$ cat src/core/ubc_pkg.sv
// Constants and carriers for the utility chip select B decode block
package ubc_pkg;
    // Register map
    localparam logic [7:0]  REG_OFS     = 8'h4F;
    localparam logic [7:0]  REG_RST     = 8'h4F;
    localparam logic [7:0]  RD_IDLE     = 8'h00;
    // Field positions in the control register
    localparam int          CFG_BIT     = 7;
    localparam int          P92_BIT     = 6;
    localparam int          LPT_LSB     = 4;
    localparam int          COMB_LSB    = 2;
    localparam int          COMA_LSB    = 0;
    // Two-bit field selections
    localparam logic [1:0]  SEL_0       = 2'h0;
    localparam logic [1:0]  SEL_1       = 2'h1;
    localparam logic [1:0]  SEL_2       = 2'h2;
    localparam logic [1:0]  SEL_OFF     = 2'h3;
    // I/O address windows: base and don't-care mask
    localparam logic [15:0] CPAGE_ADDR  = 16'h0C00;
    localparam logic [15:0] CMEM_BASE   = 16'h0800;
    localparam logic [15:0] CMEM_MASK   = 16'h00FF;
    localparam logic [15:0] P92_ADDR    = 16'h0092;
    localparam logic [15:0] LPT1_BASE   = 16'h03BC;
    localparam logic [15:0] LPT1_MASK   = 16'h0003;
    localparam logic [15:0] LPT2_BASE   = 16'h0378;
    localparam logic [15:0] LPT3_BASE   = 16'h0278;
    localparam logic [15:0] COM1_BASE   = 16'h03F8;
    localparam logic [15:0] COM2_BASE   = 16'h02F8;
    localparam logic [15:0] OCT_MASK    = 16'h0007;
    localparam logic [15:0] EXACT_MASK  = 16'h0000;
    // Encoded chip select codes
    localparam logic [2:0]  CS_NONE     = 3'h7;
    localparam logic [2:0]  CS_CPAGE    = 3'h0;
    localparam logic [2:0]  CS_CMEM     = 3'h1;
    localparam logic [2:0]  CS_P92      = 3'h2;
    localparam logic [2:0]  CS_LPT      = 3'h3;
    localparam logic [2:0]  CS_COMA     = 3'h4;
    localparam logic [2:0]  CS_COMB     = 3'h5;

    // One I/O cycle seen by the decoder
    typedef struct packed {
        logic [15:0] addr;
        logic        rd;
        logic        wr;
    } ubc_io_t;

    // Decoded chip select toward the utility bus
    typedef struct packed {
        logic [2:0] code;
        logic       hit;
    } ubc_cs_t;
endpackage

$ cat src/core/ubc_decode.sv
// Utility bus chip select B control register and I/O address decoder
// Notes on behaviour
// [RULE1] Config bit set: I/O write to 0C00h yields the config page code.
// [RULE2] Config bit set: I/O read or write 0800-08FFh yields memory code.
// [RULE3] Config bit clear: neither config page nor config memory code.
// [RULE4] Bit 6 enables the port 92h decode; zero disables it.
// [RULE5] Parallel field: 3BCh, 378h, 278h ranges, or disabled.
// [RULE6] Reset loads parallel field with 00.
// [RULE7] Serial B field: 3F8h, 2F8h, reserved, or disabled.
// [RULE8] Reset loads serial B field with 11.
// [RULE9] Serial A and B on same range: B code suppressed, A kept.
// [RULE10] Disabled peripheral gets no code and no transceiver enable.
// [RULE11] Serial A field: 3F8h, 2F8h, reserved, disabled; reset loads 11.
// [RULE12] Reserved serial B code behaves as disabled.
`timescale 1ns/1ps
module ubc_decode (
    input  wire logic             core_clk_in,
    input  wire logic             arst_n_in,
    input  wire logic [7:0]       reg_addr_in,
    input  wire logic [7:0]       reg_wdata_in,
    input  wire logic             reg_wr_in,
    input  wire logic             reg_rd_in,
    output logic [7:0]            reg_rdata_out,
    input  wire ubc_pkg::ubc_io_t io_in,
    output ubc_pkg::ubc_cs_t      cs_out,
    output logic                  utility_transceiver_output_enable_n_out
);

    logic [7:0]       ctrl_reg;
    logic [7:0]       ctrl_next;
    logic [7:0]       rdata_reg;
    logic [7:0]       rdata_next;
    ubc_pkg::ubc_cs_t cs_reg;
    ubc_pkg::ubc_cs_t cs_next;
    logic             oe_n_reg;
    logic             oe_n_next;
    logic             cfg_en;
    logic             p92_en;
    logic [1:0]       lpt_sel;
    logic [1:0]       comb_sel;
    logic [1:0]       coma_sel;
    logic             io_acc;
    logic             lpt_hit;
    logic             coma_hit;
    logic             comb_hit;

    // Address window match; mask bits are don't-care
    function automatic logic in_win(input logic [15:0] a,
                                    input logic [15:0] base,
                                    input logic [15:0] mask);
        in_win = (a & ~mask) == base;
    endfunction

    // Serial range select shared by both ports
    function automatic logic com_win(input logic [1:0]  sel,
                                     input logic [15:0] a);
        com_win = 1'b0;
        if (sel == ubc_pkg::SEL_0) begin
            com_win = in_win(a, ubc_pkg::COM1_BASE, ubc_pkg::OCT_MASK);
        end else if (sel == ubc_pkg::SEL_1) begin
            com_win = in_win(a, ubc_pkg::COM2_BASE, ubc_pkg::OCT_MASK);
        end
    endfunction

    // Field extraction
    assign cfg_en   = ctrl_reg[ubc_pkg::CFG_BIT];
    assign p92_en   = ctrl_reg[ubc_pkg::P92_BIT];
    assign lpt_sel  = ctrl_reg[ubc_pkg::LPT_LSB +: 2];
    assign comb_sel = ctrl_reg[ubc_pkg::COMB_LSB +: 2];
    assign coma_sel = ctrl_reg[ubc_pkg::COMA_LSB +: 2];
    assign io_acc   = io_in.rd | io_in.wr;

    // Register write and read-back path
    always_comb begin
        ctrl_next  = ctrl_reg;
        rdata_next = ubc_pkg::RD_IDLE;
        if (reg_wr_in && reg_addr_in == ubc_pkg::REG_OFS) begin
            ctrl_next = reg_wdata_in;
        end
        if (reg_rd_in && reg_addr_in == ubc_pkg::REG_OFS) begin
            rdata_next = ctrl_reg;
        end
    end

    // Reset puts parallel at 00 and both serial ports off
    always_ff @(posedge core_clk_in or negedge arst_n_in) begin
        if (!arst_n_in) begin
            ctrl_reg  <= ubc_pkg::REG_RST; // RULE6 RULE8 RULE11
            rdata_reg <= ubc_pkg::RD_IDLE;
        end else begin
            ctrl_reg  <= ctrl_next;
            rdata_reg <= rdata_next;
        end
    end

    // Parallel port range; 11 yields no match
    always_comb begin
        unique case (lpt_sel)
            ubc_pkg::SEL_0: lpt_hit = in_win(io_in.addr,
                ubc_pkg::LPT1_BASE, ubc_pkg::LPT1_MASK); // RULE5
            ubc_pkg::SEL_1: lpt_hit = in_win(io_in.addr,
                ubc_pkg::LPT2_BASE, ubc_pkg::OCT_MASK);
            ubc_pkg::SEL_2: lpt_hit = in_win(io_in.addr,
                ubc_pkg::LPT3_BASE, ubc_pkg::OCT_MASK);
            ubc_pkg::SEL_OFF: lpt_hit = 1'b0;
        endcase
    end

    // Serial ports; reserved code matches nothing, B yields to A
    assign coma_hit = com_win(coma_sel, io_in.addr); // RULE11
    assign comb_hit = com_win(comb_sel, io_in.addr) // RULE7 RULE12
                      && (comb_sel != coma_sel); // RULE9

    // Chip select decode; fixed priority keeps one code per cycle
    always_comb begin
        cs_next.hit  = 1'b0;
        cs_next.code = ubc_pkg::CS_NONE;
        if (cfg_en && io_in.wr
            && io_in.addr == ubc_pkg::CPAGE_ADDR) begin // RULE1 RULE3
            cs_next.hit  = 1'b1;
            cs_next.code = ubc_pkg::CS_CPAGE;
        end else if (cfg_en && io_acc && in_win(io_in.addr,
                     ubc_pkg::CMEM_BASE, ubc_pkg::CMEM_MASK)) begin // RULE2
            cs_next.hit  = 1'b1;
            cs_next.code = ubc_pkg::CS_CMEM;
        end else if (p92_en && io_acc && in_win(io_in.addr,
                     ubc_pkg::P92_ADDR, ubc_pkg::EXACT_MASK)) begin // RULE4
            cs_next.hit  = 1'b1;
            cs_next.code = ubc_pkg::CS_P92;
        end else if (io_acc && lpt_hit) begin
            cs_next.hit  = 1'b1;
            cs_next.code = ubc_pkg::CS_LPT;
        end else if (io_acc && coma_hit) begin
            cs_next.hit  = 1'b1;
            cs_next.code = ubc_pkg::CS_COMA;
        end else if (io_acc && comb_hit) begin
            cs_next.hit  = 1'b1;
            cs_next.code = ubc_pkg::CS_COMB;
        end
    end

    // Transceiver opens only for a decoded chip select
    assign oe_n_next = ~cs_next.hit; // RULE10

    // Outputs registered so the utility bus sees glitch-free codes
    always_ff @(posedge core_clk_in or negedge arst_n_in) begin
        if (!arst_n_in) begin
            cs_reg.hit  <= 1'b0;
            cs_reg.code <= ubc_pkg::CS_NONE;
            oe_n_reg    <= 1'b1;
        end else begin
            cs_reg   <= cs_next;
            oe_n_reg <= oe_n_next; // RULE10
        end
    end

    assign cs_out        = cs_reg;
    assign reg_rdata_out = rdata_reg;
    assign utility_transceiver_output_enable_n_out = oe_n_reg;

    // Tracks whether software has written the register since reset
    logic wr_seen_reg;
    logic wr_seen_next;

    // Sticky once a mapped write lands; writes elsewhere leave it alone
    always_comb begin
        wr_seen_next = wr_seen_reg;
        if (reg_wr_in && reg_addr_in == ubc_pkg::REG_OFS) begin
            wr_seen_next = 1'b1;
        end
    end

    // Only reset clears the write marker
    always_ff @(posedge core_clk_in or negedge arst_n_in) begin
        if (!arst_n_in) begin
            wr_seen_reg <= 1'b0;
        end else begin
            wr_seen_reg <= wr_seen_next;
        end
    end
endmodule

$ cat config.mk
export PLATFORM = sky130hd
export DESIGN_NAME = ubc_decode
export DESIGN_NICKNAME = d
export VERILOG_FILES = /design/src/core/ubc_pkg.sv /design/src/core/ubc_decode.sv
export SDC_FILE = /design/constraint.sdc
export NUM_CORES = 1
export LEC_CHECK = 0
export ABC_AREA = 0
export BUFFER_PORTS_ARGS = -buffer_cell sky130_fd_sc_hd__buf_2
export CELL_PAD_IN_SITES_DETAIL_PLACEMENT = 1
export CELL_PAD_IN_SITES_GLOBAL_PLACEMENT = 1
export CORE_MARGIN = 2
export CORE_UTILIZATION = 33
export DETAILED_ROUTE_END_ITERATION = 8
export PLACE_DENSITY_LB_ADDON = 0.1
export RECOVER_POWER = 50
export REMOVE_ABC_BUFFERS = 1
export SLEW_MARGIN = 20
export SYNTH_ARGS = -nofsm -noshare
export SYNTH_HDL_FRONTEND = slang
export SYNTH_SLANG_ARGS = --single-unit
$ cat constraint.sdc
create_clock -name core_clk_in -period 1.6 [get_ports core_clk_in]
set_input_delay 0.16 -clock core_clk_in [delete_from_list [all_inputs] [get_ports core_clk_in]]
set_output_delay 0.16 -clock core_clk_in [all_outputs]
set_load 0.02 [all_outputs]
==> results of run 1 <==
-- path summary, 6_finish.rpt --
path / depth (start not counted) / to / from / slack, ps
worst max-delay path: 6 / cs_out[0]$_DFF_PN0_ / ctrl_reg[5]$_DFFE_PN0P_ / 50
worst max register to register: 6 / cs_out[0]$_DFF_PN0_ / ctrl_reg[5]$_DFFE_PN0P_ / 50
worst min register to register: 1 / reg_rdata_out[3]$_DFF_PN0_ / ctrl_reg[3]$_DFFE_PN1P_ / 560
worst min-delay path: 2 / ctrl_reg[7]$_DFFE_PN0P_ / reg_wdata_in[7] / 50
min in group asynchronous: 2 / cs_out[0]$_DFF_PN0_ / arst_n_in / 550
max in group asynchronous: 2 / reg_rdata_out[3]$_DFF_PN0_ / arst_n_in / 390
-- cell usage after synthesis (2+ instances only) --
master   count
mux2_2       7
dfrtp_1     12
and3_1       9
a21oi_1      2
nand4_1      4
inv_1        2
nor3_1       3
ha_1         2
nor2b_1      3
nor4_1       4
dfstp_2      9
nand2_1      2
nor2_1       2
-- where the power goes --
| group | internal [mW] | total (mW) | switching [mW] |
|---|---|---|---|
| Combinational | 0.0610 | 0.116 | 0.0554 |
| Sequential | 0.546 | 0.556 | 0.00985 |
| Clock | 0.0935 | 0.263 | 0.169 |
-- layer usage --
layer	up-vias	part of all wire, %	track usage, %
li1	421	-	-
met1	403	45	20.42
met2	23	49	24.33
met3	5	3.3	2.620
met4	0	1.8	6.818
met5	-	0	0
-- metrics by stage --
stage	cell area [sq um]	std cells	util, %
6_report	1353	172	45.42
5_1_grt	1353	172	45.42
4_1_cts	1341	170	45.04
3_5_place_dp	1304	165	43.78
3_3_place_gp	1304	165	43.78
2_1_floorplan	1005	81	-
-- kinds of logic after synthesis --
kind of cell / count (synthesis) / synth area share (%)
mux: 8 / 8.922
fa+ha+maj: 2 / 2.478
xor+xnor: 2 / 1.735
compound gates: 11 / 7.808
simple gates: 35 / 24.66
flops: 21 / 53.16
buf+inv: 3 / 1.239
-- worst max-delay path, stage by stage (launching register included) --
cell      delay (ps)
dfrtp_1          390
inv_1             50
ha_1             280
nor4bb_4         150
a22oi_2          200
o21bai_2         110
a211o_1          260
-- cell usage in the layout (no fill, tap or decap), types with 2 or more instances in the layout --
master / n
and3_1: 9
nand2_1: 2
nor4_1: 5
nor2b_1: 3
nor2_1: 2
mux2_2: 7
dfstp_2: 9
nor3_1: 3
buf_4: 2
buf_2: 49
a21oi_1: 2
clkbuf_4: 3
clkbuf_1: 2
dfrtp_1: 12
ha_1: 2
nand4_1: 4
-- timing repair --
item,CTS,global route
hold buffers,1,0
setup buffers,0,2
resized for setup,0,5
endpoints found under the hold margin,12,0
setup endpoints to repair,0,3
-- cell type report --
class	count	area, sq um	area share, %
flip-flops and latches	21	536.8	39.69
multi-input cells	58	461.7	34.14
repair buffers	54	277.8	20.54
well taps	33	41.29	3.053
clock buffers	3	22.52	1.665
inverters	2	7.507	0.5550
clock inverters	1	5.005	0.3700
==> results.md, run 1 <==
- DP Worst Slack: 40.69 ps
- # setup viols final: 0
- Max cap viols: 0
- Hold slack: 49.80 ps
- Share of the synthesized area in the top cell type: 29.74%
- Total Power: 0.9350 mW
- Power Density: 691.3 nW/um^2
- Setup Skew: 7.821 ps
- Ports: 51
- Cell Area, Synth: 1010 sq um
- Tot GR Track Use: 15.32%
- Final hold violation count: 0
- Slew @ Worst Pin: 1093 ps
- Detail Placement HPWL: 2024 um
- Cells after Synth: 82
- Fmax: 643.8 MHz
- Total grt overflow: 0
- Status: completed
- CTS tree: built
- Routed length per instance: 14.57 um
- Leakage power: 0.7056 nW
- Die height: 59.32 um
- Post-route antenna net violation count: 0
- Clk Latency, worst-skew pair: 310 ps
- Core box area: 2978 sq um
- Cts bufs inserted: 3
- DR iter-0 viols: 28
- Root Driver: clkbuf_4
- # rows: 20
- Worst IR Drop VDD: 0.2761 mV
- Critical Path Fanout Max: 3
- Sequential cell area fraction in the yosys report: 53.16%
- Most area-consuming cells after synthesis: dfrtp_1 (30%), dfstp_2 (23%), mux2_2 (7.8%)
- Number of synthesized flops with an enable pin: 0
- Synth unique cells: 34
- Clk sinks: 21
- Fin. max-slew vios: 0
- CP arrival: 1770 ps
- Detailed Route WL: 2506 um
- CP Capture Type: flop
- Average size of a mapped cell: 12.31 sq um
- Vias/cell: 4.953
- Clock buffer depth: 2
- RSZ-0062 raised after global routing: yes
- Final period util: 97.08%
- Global-route wire length before repair: 3988 um
- # diodes: 0
- Starting Density: 33.91%
- Clock slew seen by the registers of the worst setup and hold paths: 120 ps
- Setup TNS: 0 ps
- Dominant cell type by area after synthesis: dfrtp_1
- DRC errors left: 0
- Largest net degree at the start of global routing: 22
- Setup crit start kind: flop
- DR vias: 852
- H-tree depth: 1
- Die footprint: 3518 sq um
- Initial antenna violation count: 0
- Setup ws final: 46.74 ps
- Ys async rst share: 100.0%
- GPL Wtd Cong: 0.8002
- Top FF cell, synth: dfrtp_1
- Port Buffers: 50
- #FFs+latches synth: 21
- Slew HR: 27.13%
- Fin nets: 180
- WP data required: 1810 ps
- Fraction of layout cells with a size suffix above 1: 56.12%
- Vias in the first global route: 863
- Crit Path Class: reg -> reg
- Yosys Warn Count: 0
- Fillers: 363
- DRT Pass-1 Iters: 4
- Hold crit path type: in -> reg
- Synth-to-Final Area Change: 33.95%
- Crit path time final: 1553 ps
- Chip width: 59.32 um
Note: power is estimated with default switching activity, not from simulation.
==> inputs of run 2 (changes only) <==
CORE_MARGIN = default   (was 2)
==> run 2 against run 1 <==
  * Core utilization increased by 2.6 points
  * Flip-flop and latch count unchanged
  * Count of clock-buffer cells in the layout increased by 1
  * Largest cell class unchanged
  * The flow now finishes with violations (DRC)
  * Largest power group unchanged
  * Critical path depth unchanged
  * Global-route usage increased by 0.078 points
  * First-iteration DRC count decreased by 39%
  * Combinational power about the same
  * Sequential power about the same
==> results.md, run 2 (synthesis results as in run 1) <==
- Ports: 51
- Initial antenna violation count: 0
- Power Density: 673.6 nW/um^2
- Switching part of the total: 22.87%
- Tot GR Track Use: 15.40%
- # rows: 19
- Root Driver: clkbuf_4
- Max cap viols: 0
- Clock Power Share: 26.2%
- # diodes: 0
- Vias in the first global route: 926
- Clock slew seen by the registers of the worst setup and hold paths: 110 ps
- Top Metal Used: met3
- Met2 WL: 1280 um
- DRT Pass-1 Iters: 6
- Setup TNS: 0 ps
- Crit-path cells: inv_2 -> ha_4 -> nor4bb_4 -> a22oi_2 -> o21bai_2 -> a211o_1
- CP arrival: 1710 ps
- Clock buffer depth: 2
- Status: complete, but fails checks
- DRC errors left: 6
- Psw: 0.2093 mW
- Worst setup path startpoint: ctrl_reg[5]$_DFFE_PN0P_
- Cell internal pwr: 0.7060 mW
- Fmax: 655.7 MHz
- Comb power frac: 13.0%
- Global-route wire length before repair: 3905 um
- Critical path's slowest cell: dfrtp_1
- Largest net degree at the start of global routing: 22
- Most common cell after layout, fill and taps aside: buf_2
- WP data required: 1790 ps
- RSZ-0062 raised after global routing: no
- Reg2reg end: cs_out[0]$_DFF_PN0_
- Detailed Route WL: 2386 um
- CTS tree: built
- Setup ws final: 74.91 ps
- Critical Path Stages: 6
- Routed length per instance: 14.12 um
- Max incr delay on CP: 420 ps
- Leakage power: 0.6998 nW
- Commonest non-fill, non-tap cells in the layout: buf_2 (49), dfrtp_1 (12), and3_1 (9), dfstp_2 (9), mux2_2 (7)
- H-tree depth: 1
- Fin. max-slew vios: 0
- Final period util: 95.32%
- Failing checks: DRC
- Hold slack: 74.35 ps
- Total grt overflow: 0
- Slew @ Worst Pin: 1054 ps
- Cts bufs inserted: 3
- Post-route antenna net violation count: 0
- Fraction of layout cells with a size suffix above 1: 57.25%
- Hold path startpoint: reg_wdata_in[7]
- Clk sinks: 21
- Setup crit start kind: flop
- Vias/cell: 5.201
- Crit path time final: 1525 ps
- GPL Wtd Cong: 0.8299
- CP Capture Type: flop
- Slew HR: 29.76%
- Port Buffers: 50
- Buf+Inv Stages, Crit Path: 1
- DR iter-0 viols: 17
- Worst IR Drop VDD: 0.4514 mV
- Reg2reg path depth: 6
- Die footprint: 3285 sq um
- Crit path max-delay family: compound AO/OA/AOI/OAI gates
- Met3 routed WL: 94 um
- Setup crit end: cs_out[0]$_DFF_PN0_
- R2R Setup Slk: 70 ps
- Starting Density: 35.69%
- Critical Path Fanout Max: 3
- Hold crit path type: in -> reg
- Fillers: 336
- Fin nets: 179
- Chip width: 57.32 um
- Crit Path Class: reg -> reg
- Core box area: 2829 sq um
- Crit Reg-Reg Startpoint: ctrl_reg[5]$_DFFE_PN0P_
- Final hold violation count: 0
- Die height: 57.32 um
- # setup viols final: 0
- Setup Skew: 1.356 ps
- DP Worst Slack: 55.32 ps
- Clk Latency, worst-skew pair: 290 ps
- Reg power frac: 60.7%
- DR vias: 879
- Synth-to-Final Area Change: 34.57%
- Detail Placement HPWL: 1952 um
- WL met1: 1011 um
==> run 2: changes by cell type in the layout (fill, tap and decap cells not counted) <==
cell      delta
clkinv_2     -1
ha_4         +1
buf_4        -1
ha_1         -1
inv_1        -1
a211oi_1     -1
clkbuf_1     +1
inv_2        +1
a211oi_2     +1
==> run 2: how the worst min path moves through the flow <==
stage,endpoint,slack [ps],depth (start not counted)
floorplan,cs_out[0]$_DFF_PN0_,-140,0
global placement,reg_rdata_out[0]$_DFF_PN0_,130,1
detailed placement,reg_rdata_out[0]$_DFF_PN0_,130,1
CTS,ctrl_reg[7]$_DFFE_PN0P_,60,2
global route,ctrl_reg[7]$_DFFE_PN0P_,70,2
finish,ctrl_reg[7]$_DFFE_PN0P_,70,2
==> run 2: worst register-to-register path, stage by stage (launching register included) <==
cell	delay, ps
dfrtp_1	420
inv_2	80
ha_4	200
nor4bb_4	150
a22oi_2	200
o21bai_2	120
a211o_1	260
==> run 2: area by class of cell <==
cell class / count / area [sq um] / area share [%]
inverters: 2 / 7.507 / 0.5525
well taps: 31 / 38.79 / 2.855
repair buffers: 53 / 270.3 / 19.89
clock buffers: 4 / 26.28 / 1.934
flip-flops and latches: 21 / 536.8 / 39.50
multi-input cells: 58 / 479.2 / 35.27
==> run 2: metrics by stage <==
step / utilization [%] / power (mW) / std cells / instance area [sq um]
after floorplan: - / 0.5983 / 81 / 1005
after global placement: 46.00 / 0.6711 / 163 / 1301
after detailed placement: 46.00 / 0.6757 / 163 / 1301
after CTS: 47.28 / 0.9266 / 168 / 1338
after global routing: 48.03 / 0.9768 / 169 / 1359
final: 48.03 / 0.9153 / 169 / 1359
==> run 2: timing repair <==
action	4_1_cts	5_1_grt
endpoints found under the hold margin	12	0
setup endpoints to repair	0	3
hold buffers	1	0
setup buffers	0	1
gates resized for setup	0	8
==> run 2: per-layer routing <==
| layer | track usage, % | up-vias |
|---|---|---|
| li1 | - | 422 |
| met1 | 16.93 | 436 |
| met2 | 29.92 | 21 |
| met3 | 4.989 | 0 |
| met4 | 1.045 | 0 |
| met5 | 0 | - |
==> run 2: power by group through the flow <==
stage | registers, mW | clock network (mW) | logic, mW
final | 0.556 | 0.240 | 0.119
after floorplan | 0.562 | 0 | 0.0365
after global routing | 0.558 | 0.284 | 0.134
after detailed placement | 0.565 | 0 | 0.111
after CTS | 0.556 | 0.257 | 0.113
after global placement | 0.565 | 0 | 0.106
==> inputs of run 3 (changes only) <==
BUFFER_PORTS_ARGS = default   (was -buffer_cell sky130_fd_sc_hd__buf_2)
CORE_UTILIZATION = 35   (was 33)
CTS_BUF_LIST = sky130_fd_sc_hd__clkbuf_8   (was default)
DONT_BUFFER_PORTS = 1   (was default)
==> run 3 against run 2 <==
  * The run ends with setup timing left
  * Sequential power is essentially flat
  * Count of clock-buffer cells in the layout shrank 1
  * Clock power grew 33%
  * Die area shrank 5.5%
  * Core utilization shrank 7.4 points
  * Routed wire length shrank 12%
  * Combinational power shrank 52%
  * Clock skew grew 4.4 ps
  * First-iteration DRC count shrank 18%
  * Largest cell class unchanged
  * Highest routed layer is now met4
==> results.md, run 3 (synthesis results as in run 1) <==
- Status: complete, but fails checks
- Failing checks: setup timing
- Slew @ Worst Pin: 882.9 ps
- DRC errors left: 0
- Total grt overflow: 0
- Clock slew seen by the registers of the worst setup and hold paths: 70 ps
- Synth-to-Final Area Change: 9.913%
- Initial antenna violation count: 0
- CP arrival: 1740 ps
- Most common cell after layout, fill and taps aside: dfrtp_1
- # setup viols final: 1
- Slew HR: 40.95%
- Placed Area: 1051 sq um
- Cts bufs inserted: 3
- Global routing's busiest layer: met2
- Vias/cell: 5.767
- DR iter-0 viols: 14
- Final period util: 100.2%
- Crit Path Class: reg -> reg
- Setup ws final: -2.631 ps
- Die height: 55.71 um
- RSZ-0062 raised after global routing: yes
- Leakage power: 0.5071 nW
- Fraction of layout cells with a size suffix above 1: 28.09%
- WP data required: 1740 ps
- Met1 GRT Util: 17.74%
- DR vias: 692
- Clk sinks: 21
- CP Capture Type: flop
- Power Density: 841.0 nW/um^2
- Post-route cell area: 1110 sq um
- Critical Path Fanout Max: 4
- Final core area utilization: 40.60%
- Root Driver: clkbuf_8
- DP Worst Slack: 34.91 ps
- Core box area: 2734 sq um
- Detail Placement HPWL: 1639 um
- Fin. max-slew vios: 0
- Setup TNS: -2.631 ps
- Global-route wire length before repair: 3339 um
- Commonest non-fill, non-tap cells in the layout: dfrtp_1 (12), and3_1 (9), dfstp_2 (9), mux2_2 (7), nor4_1 (5)
- Crit path time final: 1603 ps
- GR met3 Demand/Resource: 5.349%
- Routed length per instance: 17.52 um
- Chip width: 55.71 um
- # diodes: 0
- Setup crit start kind: flop
- Final hold violation count: 0
- Hold crit path type: in -> reg
- GPL Wtd Cong: 0.7140
- Port Buffers: 0
- M2 GR Usage: 23.06%
- Total Power: 0.9334 mW
- Clk Latency, worst-skew pair: 250 ps
- Detailed Route WL: 2102 um
- Worst IR Drop VDD: 0.6282 mV
- Die footprint: 3104 sq um
- Largest net degree at the start of global routing: 22
- Ports: 51
- Tot GR Track Use: 14.12%
- DRT Pass-1 Iters: 4
- # rows: 19
- H-tree depth: 1
- Vias in the first global route: 710
- Setup Skew: 5.711 ps
- Post-route antenna net violation count: 0
- Fmax: 624.0 MHz
- Starting Density: 36.93%
- Clock buffer depth: 2
- Max cap viols: 0
- Fin nets: 130
- CTS tree: built
-- run 3: layout make-up --
type,instances,area [sq um]
Clock buffer,3,41.29
Clock inverter,1,3.754
Fill cell,304,1624
Inverter,2,7.507
Multi-Input combinational cell,58,452.9
Sequential cell,21,536.8
Tap cell,31,38.79
Timing Repair Buffer,4,28.78
-- run 3: path summary, 6_finish.rpt --
path | start | slack, ps | cells past startpoint | endpoint
max in group asynchronous | arst_n_in | 590 | 1 | reg_rdata_out[3]$_DFF_PN0_
max | ctrl_reg[5]$_DFFE_PN0P_ | -3 | 6 | cs_out[0]$_DFF_PN0_
min | reg_wdata_in[7] | 30 | 1 | ctrl_reg[7]$_DFFE_PN0P_
min reg2reg | ctrl_reg[2]$_DFFE_PN1P_ | 560 | 1 | reg_rdata_out[2]$_DFF_PN0_
min in group asynchronous | arst_n_in | 470 | 1 | reg_rdata_out[5]$_DFF_PN0_
max reg2reg | ctrl_reg[5]$_DFFE_PN0P_ | -3 | 6 | cs_out[0]$_DFF_PN0_
-- run 3: routing by layer --
metal | routed length, um | part of all wire [%]
met3 | 95 | 4.5
met2 | 1049 | 50
met1 | 948 | 45
met4 | 9 | 0.43
met5 | 0 | 0
-- run 3: stage by stage --
stage          hold slack (ps)  instances
5_1_grt                  19.94        120
4_1_cts                  25.85        118
2_1_floorplan           -135.6         81
3_5_place_dp            -135.0        113
3_3_place_gp            -135.0        113
6_report                 31.14        120
-- run 3: worst max-delay path, stage by stage (launching register included) --
cell,delay (ps)
dfrtp_1,380
inv_1,60
ha_1,290
nor4bb_4,150
a22oi_1,200
o21bai_1,140
a211o_1,270
-- run 3: where the power goes --
part / internal (mW) / switching (mW) / total [mW]
Combinational: 0.0298 / 0.0276 / 0.0574
Clock: 0.170 / 0.149 / 0.320
Sequential: 0.546 / 0.00988 / 0.556
-- run 3: what timing repair did --
action / CTS / global route
hold buffers: 1 / 0
endpoints found under the setup margin: 0 / 3
gates resized for setup: 0 / 2
setup buffers: 0 / 2
hold endpoints to repair: 21 / 0
